### config.mk
export PLATFORM = sky130hd
export DESIGN_NAME = pmsc_top
export DESIGN_NICKNAME = d
export VERILOG_FILES = /design/src/hdl/pmsc_top.v
export VERILOG_INCLUDE_DIRS = /design/src /design/src/common
export SDC_FILE = /design/constraint.sdc
export NUM_CORES = 1
export LEC_CHECK = 0
export ABC_AREA = 1
export BUFFER_PORTS_ARGS = -buffer_cell sky130_fd_sc_hd__buf_4
export CAP_MARGIN = 10
export CORE_MARGIN = 10
export CORE_UTILIZATION = 65
export CTS_CLUSTER_DIAMETER = 120
export DETAILED_ROUTE_END_ITERATION = 10
export PLACE_DENSITY = 0.88
export SLEW_MARGIN = 30
export SYNTH_ARGS = -nofsm -noshare
export SYNTH_HDL_FRONTEND = slang
export SYNTH_SLANG_ARGS = --single-unit
### constraint.sdc
create_clock -name ref_clk -period 5.7 [get_ports ref_clk]
set_input_delay 0.57 -clock ref_clk [delete_from_list [all_inputs] [get_ports ref_clk]]
set_output_delay 0.57 -clock ref_clk [all_outputs]
set_load 0.005 [all_outputs]
### src/common/pmsc_defines.vh
`ifndef PMSC_DEFINES_VH
`define PMSC_DEFINES_VH
// serial port
`define PMSC_SLAVE_ADDR      7'h09
`define PMSC_SUBADDR_BUCK    8'h00
`define PMSC_BUCK_RESET      8'h00
// buck control field positions
`define PMSC_B_BK1_LL        2
`define PMSC_B_BK2_LL        3
`define PMSC_B_BK3_LL        4
`define PMSC_B_SLEW_LSB      5
`define PMSC_B_SLEW_MSB      6
// status field positions
`define PMSC_A_CHARGING      0
`define PMSC_A_FAULT_LSB     1
`define PMSC_A_LDO1_GOOD     3
// timing
`define PMSC_CLK_MHZ         100
`define PMSC_T50_MS          50
`define PMSC_T1S_MS          1000
`define PMSC_CYC_50MS        (`PMSC_T50_MS * 1000 * `PMSC_CLK_MHZ)
`define PMSC_CYC_1S          (`PMSC_T1S_MS * 1000 * `PMSC_CLK_MHZ)
// sequencing step between successive regulator enables
`define PMSC_SEQ_STEP        16
`endif

### src/hdl/pmsc_top.v
`timescale 1ns/1ns
`include "pmsc_defines.vh"
// Functional notes
// RULE_01: write is address, sub-address, data bytes
// RULE_02: host writes only sub-address zero
// RULE_03: device acks address, sub-address, data low
// RULE_04: data byte latched into holding register
// RULE_05: holding copied to active only at STOP
// RULE_06: read returns eight status bits, no STOP
// RULE_07: status captured when read address acked
// RULE_08: buck control clears on reset, UVLO, power-down
// RULE_09: bits zero, one, seven have no effect
// RULE_10: bits two..four select buck light-load mode
// RULE_11: bits six:five select common slew rate
// RULE_12: software should keep slew at fastest
// RULE_13: status bits three..seven are power-good
// RULE_14: status bits two:one encode charger fault
// RULE_15: status bit zero is constant-current charging
// RULE_16: reset to off; leave on button or hold
// RULE_17: power-up enables LDO2, buck1, buck2 in order
// RULE_18: one second after power-up enter powered
// RULE_19: powered exits on hold low or rail UVLO
// RULE_20: power-down clears registers, disables, waits second
// RULE_21: buck3 enable honoured only in up/powered
// RULE_22: button status low after 50ms, min 50ms
// RULE_23: slave address 0001001 plus read/write bit
// RULE_24: power-down wait ignores button and hold
// RULE_25: intervals counted from system clock
// RULE_26: button and hold inputs double-synchronised
module pmsc_top #(
  parameter CYC_50MS = `PMSC_CYC_50MS,
  parameter CYC_1S   = `PMSC_CYC_1S,
  parameter SEQ_STEP = `PMSC_SEQ_STEP
) (
  input  wire       ref_clk,              // 100 MHz system clock
  input  wire       reset_n,              // power-on reset, active low
  input  wire       interface_supply_uvlo, // interface supply undervoltage, high active
  input  wire       scl_in,               // serial clock pin
  input  wire       sda_in,               // serial data pin level
  output wire       sda_out,              // serial data drive value (always 0)
  output reg        sda_oe_n,             // low while pulling data line low
  input  wire       button_n_in,          // pushbutton, low when pressed
  input  wire       power_hold_in,        // power-hold from host
  input  wire       buck3_enable_in,      // buck3 enable request
  input  wire       vout_uvlo,            // output rail undervoltage
  input  wire [4:0] supply_good_in,       // ldo1,ldo2,buck1,buck2,buck3 in regulation
  input  wire [1:0] charger_fault_in,     // charger fault code
  input  wire       charging_in,          // charger in constant-current phase
  output reg        ldo2_en,              // LDO2 enable
  output reg        buck1_en,             // buck1 enable
  output reg        buck2_en,             // buck2 enable
  output reg        buck3_en,             // buck3 enable
  output reg        button_status_out,    // pushbutton status, low active
  output reg        buck1_light_load_sel, // 1 burst, 0 pulse skip
  output reg        buck2_light_load_sel, // 1 burst, 0 pulse skip
  output reg        buck3_light_load_sel, // 1 burst, 0 pulse skip
  output reg        slew_sel_lsb,         // slew select bit 0
  output reg        slew_sel_msb,         // slew select bit 1
  output reg  [3:0] pm_state              // one-hot power state
);

  localparam ST_OFF  = 4'b0001;
  localparam ST_UP   = 4'b0010;
  localparam ST_ON   = 4'b0100;
  localparam ST_DOWN = 4'b1000;

  localparam BS_IDLE = 5'b00001;
  localparam BS_ADDR = 5'b00010;
  localparam BS_SUB  = 5'b00100;
  localparam BS_DATA = 5'b01000;
  localparam BS_READ = 5'b10000;

  // synchronisers
  reg [1:0]  scl_s_reg, sda_s_reg, btn_s_reg, hold_s_reg;
  reg        scl_d_reg, sda_d_reg;
  // analog level flags cross too; each bit, including the two-bit charger fault code, is synchronised on its own
  reg [10:0] lvl_s0_reg, lvl_s1_reg;
  always @(posedge ref_clk or negedge reset_n) begin
    if (!reset_n) begin
      scl_s_reg  <= 2'h3;
      sda_s_reg  <= 2'h3;
      btn_s_reg  <= 2'h3;
      hold_s_reg <= 2'h0;
      scl_d_reg  <= 1'b1;
      sda_d_reg  <= 1'b1;
      lvl_s0_reg <= 11'h000;
      lvl_s1_reg <= 11'h000;
    end else begin
      scl_s_reg  <= {scl_s_reg[0], scl_in};
      sda_s_reg  <= {sda_s_reg[0], sda_in};
      btn_s_reg  <= {btn_s_reg[0], button_n_in};   // RULE_26
      hold_s_reg <= {hold_s_reg[0], power_hold_in}; // RULE_26
      scl_d_reg  <= scl_s_reg[1];
      sda_d_reg  <= sda_s_reg[1];
      lvl_s0_reg <= {interface_supply_uvlo, vout_uvlo, buck3_enable_in,
                     supply_good_in, charger_fault_in, charging_in};
      lvl_s1_reg <= lvl_s0_reg;
    end
  end

  wire scl      = scl_s_reg[1];
  wire sda      = sda_s_reg[1];
  wire pressed  = ~btn_s_reg[1];
  wire hold     = hold_s_reg[1];
  wire scl_rise = scl & ~scl_d_reg;
  wire scl_fall = ~scl & scl_d_reg;
  wire start_c  = scl & scl_d_reg & sda_d_reg & ~sda;
  wire stop_c   = scl & scl_d_reg & ~sda_d_reg & sda;
  wire iface_uvlo = lvl_s1_reg[10];
  wire vout_low   = lvl_s1_reg[9];
  wire b3_request = lvl_s1_reg[8];

  // serial slave
  reg [4:0] bs_reg;
  reg [3:0] bit_cnt_reg;
  reg [7:0] shift_reg;
  reg [7:0] sub_reg;
  reg [7:0] hold_data_reg;
  reg       hold_valid_reg;
  reg       ack_phase_reg;
  reg       tx_reg;
  wire      clear_regs = iface_uvlo | (pm_state == ST_DOWN);
  wire [7:0] status_byte = lvl_s1_reg[7:0]; // RULE_13 RULE_14 RULE_15

  assign sda_out = 1'b0;

  always @(posedge ref_clk or negedge reset_n) begin
    if (!reset_n) begin
      bs_reg         <= BS_IDLE;
      bit_cnt_reg    <= 4'h0;
      shift_reg      <= 8'h00;
      sub_reg        <= 8'h00;
      hold_data_reg  <= `PMSC_BUCK_RESET;
      hold_valid_reg <= 1'b0;
      ack_phase_reg  <= 1'b0;
      tx_reg         <= 1'b0;
      sda_oe_n       <= 1'b1;
    end else if (iface_uvlo) begin
      bs_reg         <= BS_IDLE;
      bit_cnt_reg    <= 4'h0;
      hold_valid_reg <= 1'b0;
      hold_data_reg  <= `PMSC_BUCK_RESET; // RULE_08
      ack_phase_reg  <= 1'b0;
      tx_reg         <= 1'b0;
      sda_oe_n       <= 1'b1;
    end else if (start_c) begin
      // repeated start keeps the holding register intact
      bs_reg        <= BS_ADDR; // RULE_05
      bit_cnt_reg   <= 4'h0;
      ack_phase_reg <= 1'b0;
      tx_reg        <= 1'b0;
      sda_oe_n      <= 1'b1;
    end else if (stop_c) begin
      bs_reg         <= BS_IDLE;
      hold_valid_reg <= 1'b0;
      ack_phase_reg  <= 1'b0;
      tx_reg         <= 1'b0;
      sda_oe_n       <= 1'b1;
    end else begin
      if (clear_regs)
        hold_valid_reg <= 1'b0;
      if (scl_rise && !ack_phase_reg && !tx_reg && bs_reg != BS_IDLE) begin
        shift_reg   <= {shift_reg[6:0], sda};
        bit_cnt_reg <= bit_cnt_reg + 4'h1;
      end
      if (scl_fall) begin
        if (ack_phase_reg) begin
          // end of our ack clock: release, or start sending status
          ack_phase_reg <= 1'b0;
          bit_cnt_reg   <= 4'h0;
          if (bs_reg == BS_READ) begin
            tx_reg   <= 1'b1;
            sda_oe_n <= shift_reg[7];                    // RULE_06
            shift_reg <= {shift_reg[6:0], 1'b1};
          end else begin
            sda_oe_n <= 1'b1;
          end
        end else if (tx_reg) begin
          if (bit_cnt_reg == 4'h7) begin
            // eighth bit done: release for host ack, then go quiet
            tx_reg   <= 1'b0;
            sda_oe_n <= 1'b1;
            bs_reg   <= BS_IDLE;
          end else begin
            bit_cnt_reg <= bit_cnt_reg + 4'h1;
            sda_oe_n    <= shift_reg[7];                 // RULE_06
            shift_reg   <= {shift_reg[6:0], 1'b1};
          end
        end else if (bit_cnt_reg == 4'h8) begin
          case (bs_reg)
            BS_ADDR: begin
              if (shift_reg[7:1] == `PMSC_SLAVE_ADDR) begin // RULE_23
                sda_oe_n      <= 1'b0;                      // RULE_03
                ack_phase_reg <= 1'b1;
                if (shift_reg[0]) begin
                  bs_reg    <= BS_READ;
                  shift_reg <= status_byte;                 // RULE_07
                end else begin
                  bs_reg <= BS_SUB;
                end
              end else begin
                bs_reg <= BS_IDLE;
              end
            end
            BS_SUB: begin
              sub_reg       <= shift_reg;
              sda_oe_n      <= 1'b0;  // RULE_03
              ack_phase_reg <= 1'b1;
              bs_reg        <= BS_DATA;
            end
            BS_DATA: begin
              sda_oe_n      <= 1'b0;  // RULE_03
              ack_phase_reg <= 1'b1;
              // only the one implemented location is kept
              if (sub_reg == `PMSC_SUBADDR_BUCK) begin
                hold_data_reg  <= shift_reg; // RULE_04
                hold_valid_reg <= 1'b1;
              end
              bs_reg <= BS_IDLE; // RULE_01
            end
            default: bs_reg <= BS_IDLE;
          endcase
          bit_cnt_reg <= 4'h0;
        end
      end
    end
  end

  // active command latches, loaded at STOP only, cleared on UVLO or power-down
  always @(posedge ref_clk or negedge reset_n) begin
    if (!reset_n) begin
      buck1_light_load_sel <= 1'b0; // RULE_08
      buck2_light_load_sel <= 1'b0;
      buck3_light_load_sel <= 1'b0;
      slew_sel_lsb         <= 1'b0;
      slew_sel_msb         <= 1'b0;
    end else if (clear_regs) begin
      buck1_light_load_sel <= 1'b0; // RULE_08
      buck2_light_load_sel <= 1'b0;
      buck3_light_load_sel <= 1'b0;
      slew_sel_lsb         <= 1'b0;
      slew_sel_msb         <= 1'b0;
    end else if (stop_c && hold_valid_reg) begin // RULE_05
      // bits 0, 1 and 7 stay in hold_data_reg and are not copied to any active latch
      buck1_light_load_sel <= hold_data_reg[`PMSC_B_BK1_LL];   // RULE_10 RULE_09
      buck2_light_load_sel <= hold_data_reg[`PMSC_B_BK2_LL];   // RULE_10
      buck3_light_load_sel <= hold_data_reg[`PMSC_B_BK3_LL];   // RULE_10
      slew_sel_lsb         <= hold_data_reg[`PMSC_B_SLEW_LSB]; // RULE_11
      slew_sel_msb         <= hold_data_reg[`PMSC_B_SLEW_MSB]; // RULE_11
    end
  end

  // pushbutton machine
  reg [31:0] btn_cnt_reg;
  reg [31:0] st_cnt_reg;
  reg        btn_ev_reg;   // button held 50ms (one pulse)
  reg        btn_armed_reg;
  reg        hold_d_reg;
  reg [31:0] pb_low_cnt_reg;

  wire btn_held = pressed && (btn_cnt_reg == CYC_50MS - 1);

  always @(posedge ref_clk or negedge reset_n) begin
    if (!reset_n) begin
      btn_cnt_reg <= 32'h0;
    end else if (!pressed) begin
      btn_cnt_reg <= 32'h0;
    end else if (btn_cnt_reg < CYC_50MS) begin
      btn_cnt_reg <= btn_cnt_reg + 32'h1; // RULE_25
    end
  end

  always @(posedge ref_clk or negedge reset_n) begin
    if (!reset_n) begin
      pm_state      <= ST_OFF; // RULE_16
      st_cnt_reg    <= 32'h0;
      btn_armed_reg <= 1'b1;
      hold_d_reg    <= 1'b0;
      btn_ev_reg    <= 1'b0;
      ldo2_en       <= 1'b0;
      buck1_en      <= 1'b0;
      buck2_en      <= 1'b0;
    end else begin
      hold_d_reg <= hold;
      btn_ev_reg <= btn_held;
      // a press held through power-down must be released first
      if (!pressed && pm_state != ST_DOWN)
        btn_armed_reg <= 1'b1;
      case (pm_state)
        ST_OFF: begin
          st_cnt_reg <= 32'h0;
          if ((btn_ev_reg && btn_armed_reg) || (hold && !hold_d_reg)) // RULE_16
            pm_state <= ST_UP;
        end
        ST_UP: begin
          st_cnt_reg <= st_cnt_reg + 32'h1; // RULE_25
          if (st_cnt_reg == 32'h0)
            ldo2_en <= 1'b1;              // RULE_17
          if (st_cnt_reg == SEQ_STEP)
            buck1_en <= 1'b1;             // RULE_17
          if (st_cnt_reg == 2 * SEQ_STEP)
            buck2_en <= 1'b1;             // RULE_17
          if (st_cnt_reg == CYC_1S - 1) begin
            st_cnt_reg <= 32'h0;
            pm_state   <= ST_ON;          // RULE_18
          end
        end
        ST_ON: begin
          ldo2_en  <= 1'b1;
          buck1_en <= 1'b1;
          buck2_en <= 1'b1;
          if (!hold || vout_low) begin     // RULE_19 RULE_18
            pm_state <= ST_DOWN;
            ldo2_en  <= 1'b0;              // RULE_20
            buck1_en <= 1'b0;
            buck2_en <= 1'b0;
          end
        end
        ST_DOWN: begin
          ldo2_en       <= 1'b0;
          buck1_en      <= 1'b0;
          buck2_en      <= 1'b0;
          btn_armed_reg <= 1'b0;           // RULE_24
          st_cnt_reg    <= st_cnt_reg + 32'h1;
          if (st_cnt_reg == CYC_1S - 1) begin // RULE_20
            st_cnt_reg <= 32'h0;
            pm_state   <= ST_OFF;
          end
        end
        default: pm_state <= ST_OFF;
      endcase
    end
  end

  // buck3 and button status
  always @(posedge ref_clk or negedge reset_n) begin
    if (!reset_n) begin
      buck3_en          <= 1'b0;
      button_status_out <= 1'b1;
      pb_low_cnt_reg    <= 32'h0;
    end else begin
      buck3_en <= b3_request && (pm_state == ST_UP || pm_state == ST_ON); // RULE_21
      if (button_status_out) begin
        pb_low_cnt_reg <= 32'h0;
        if (btn_held)
          button_status_out <= 1'b0;       // RULE_22
      end else begin
        if (pb_low_cnt_reg < CYC_50MS)
          pb_low_cnt_reg <= pb_low_cnt_reg + 32'h1;
        if (!pressed && pb_low_cnt_reg >= CYC_50MS - 1)
          button_status_out <= 1'b1;       // RULE_22
      end
    end
  end

endmodule // pmsc_top

==> metrics.txt <==
initial antenna violation count=0; PD cells=about 280 nW/um2; CTS resizes=0; CTS tree=built; vias in the first global route=8215; Synthesized Nets=around 1300; antenna viol nets, final=0; share of cells above drive strength 1=12.11%; Die ar.=20680 um2; number of hold buffers added after CTS=0; routed vias/inst=a little under 6; unrepaired setup endpoints after global routing=false; Async SR Flop Fraction=100.0%; Main synth FF type=dfrtp_1; Clock Skew=approximately 7.5 ps; Setup crit start kind=flop; max-slew violations=0; Worst Path Required=about 6000 ps; clock latency on the worst-skew pair=around 440 ps; Avg WL per Cell=15.90 um; Largest stage delay, worst path=850 ps; PortBufs=31; Slowest cell on crit path=dfstp_2; largest net degree at the start of global routing=69; grt met1 use=roughly a third; outcome=complete, no violations; FP Rows=45; Fillers=about 1200; syn avg cell area=7.713 um2; GRT overflow=0; CP arrival=between 2000 and 3000 ps; Hold Fails Final Rpt=0; Seq/Total Area, Yosys=45.11%; crit path cell chain=clkinv_1 -> nand2_2 -> o21ai_0; Synth Cell Area=9966 um2; grt met2 use=a little under two fifths; setup ws final=around 3100 ps; Die Ht=143.8 um; met3 global-route usage=5.578%; Root Buffer=clkbuf_16; final setup fails=0; Max transition margin=47.44%; Synth-to-Final Area Change=8.362%; CTS Sinks=179; Fmax=382.2 MHz; antenna fix cells=0; final core area utilization=between 70% and 80%; crit path kind=reg2reg; DRC=0; busiest grt layer=met2; final wirelength=24.00 mm; Nets=1331; H-Tree Depth=4; maximum clock path buffer count=2; Mapped Cells=1292; synth warn=0; Worst setup EP type=flop; Register Area=4496 um2; initial core utilization=66.04%; DP Worst Slack=3053 ps; VDD IR max=0.2568 mV; Placer Congestion=0.9514; area of the multi-input gates=between 4000 and 5000 um2; Pleak=4.999 nW; actual slew at the worst max-slew pin=783.5 ps; DIE WIDTH=143.8 um; 1st-iter DRT viols=approximately 1100; Min-Delay Path Class=in2async; via count=8737; drt first pass iters=8; # Post-CTS Setup Buffers=0; GR Util All Layers=23.99%; first-pass GRT wire length=40.05 mm; critical-path maximum fanout=27; Final Critical Period=2616 ps; period utilization=45.90%; total CTS buffers=17; Reg clk slew, reported paths=70 ps; core area=15090 um2; PnR Total Power=3.042 mW; distinct cell type count after synthesis=53; max_cap viols=0; TNS Setup=0 ps; Post-DP HPWL=16.95 mm; Top Ports=33; flops & latches, synth=179; number of flops mapped to enable cells by yosys=0
[metal layers]
metal  part of all wire [%]  vias up  routed length, um
met2                     46      352              11080
met4                    2.0        0                475
met5                      0        -                  0
met3                    7.6       51               1826
li1                       -     4235                  -
met1                     44     4099              10610
[cells in the mapped netlist, types with 3 or more instances]
cell type | number | area share (%)
inv_2 | 21 | 0.79
buf_1 | 3 | 0.11
nand3_1 | 132 | 6.6
a22o_1 | 5 | 0.44
clkbuf_1 | 9 | 0.34
buf_6 | 7 | 0.79
inv_1 | 120 | 4.5
nand4_1 | 42 | 2.6
ha_1 | 6 | 0.75
o31ai_1 | 3 | 0.23
dfstp_2 | 13 | 3.4
nand3_2 | 8 | 0.80
nor2_1 | 172 | 6.5
nand2_2 | 10 | 0.63
buf_4 | 4 | 0.30
o21ai_0 | 38 | 1.9
xor2_1 | 44 | 3.9
nor2_4 | 7 | 0.79
o21ai_2 | 16 | 1.4
nor3_2 | 3 | 0.30
nor3_1 | 33 | 1.7
xnor2_1 | 7 | 0.62
nand2_1 | 310 | 12
o21ai_1 | 20 | 1.0
nand3b_1 | 3 | 0.23
nor2_2 | 8 | 0.50
or2_2 | 3 | 0.19
buf_2 | 12 | 0.60
o22ai_1 | 13 | 0.82
dfrtp_1 | 166 | 42
nor4_1 | 5 | 0.31
a21oi_1 | 20 | 1.0
[cell type report]
type                            instances  share of cell area, %
Multi-Input combinational cell        934                  43.66
Timing Repair Buffer                   33                  2.329
Tap cell                              188                  2.178
Sequential cell                       179                  41.63
Clock inverter                         14                  1.263
Clock buffer                           18                  3.974
Inverter                              143                  4.970
[layout by cell type, fill, tap and decap left out, types with 7 or more instances in the layout]
cell,Yosys,layout
nor2_2,8,8
nand4_1,42,42
xor2_1,44,44
o21ai_2,16,16
inv_2,21,21
nor3_1,33,33
nand3_1,132,132
buf_4,4,32
nor2_4,7,7
clkbuf_16,0,17
dfrtp_1,166,166
dfstp_2,13,13
o21ai_0,38,38
nand2_1,310,310
nor2_1,172,172
o22ai_1,13,13
a21oi_1,20,20
o21ai_1,20,20
xnor2_1,7,7
inv_1,120,120
nand3_2,8,8
nand2_2,10,10
[cells by family (layout without fill, tap and decap cells)]
family | after synthesis | count (layout) | share of synthesized area (%)
adder cells (fa/ha/maj) | 6 | 6 | 0.7533
AO/OA/AOI/OAI | 127 | 127 | 7.885
XOR/XNOR | 51 | 51 | 4.482
flip-flops | 179 | 179 | 45.11
other | 1 | 1 | 0.03763
AND/OR/NAND/NOR | 749 | 749 | 34.15
buffers and inverters | 179 | 208 | 7.583
[where the power goes]
| part | leakage, nW | switching, mW | internal [mW] |
|---|---|---|---|
| clock network | 0.274 | 0.546 | 0.581 |
| registers | 2.35 | 0.0836 | 1.34 |
| logic | 2.37 | 0.353 | 0.139 |
[path summary, 6_finish.rpt]
path / cells past startpoint / from / slack, ps / to
setup / recovery: 3 / button_status_out / 3080 / pb_low_cnt_reg[11]
hold / removal: 1 / reset_n / 120 / st_cnt_reg[3]
setup reg to reg: 3 / button_status_out / 3080 / pb_low_cnt_reg[11]
hold reg to reg: 0 / lvl_s0_reg[1] / 350 / lvl_s1_reg[1]
max in group asynchronous: 2 / reset_n / 4340 / bs_reg[4]
min in group ref_clk: 1 / buck3_enable_in / 240 / lvl_s0_reg[8]
[per-stage QoR]
step	instances	area, um2	hold slack, ps
2_1_floorplan	1292	9966	274.4
3_3_place_gp	1477	10230	332.0
5_1_grt	1509	10800	158.9
4_1_cts	1509	10800	144.0
3_5_place_dp	1477	10230	334.7
6_report	1509	10800	115.5
[critical path: cells and delay by family, from the launching register on]
family | cells | cell delay (ps)
compound gates | 1 | 150
buf+inv | 1 | 770
flops | 1 | 850
simple gates | 1 | 700
Note: power is estimated with default switching activity, not from simulation.
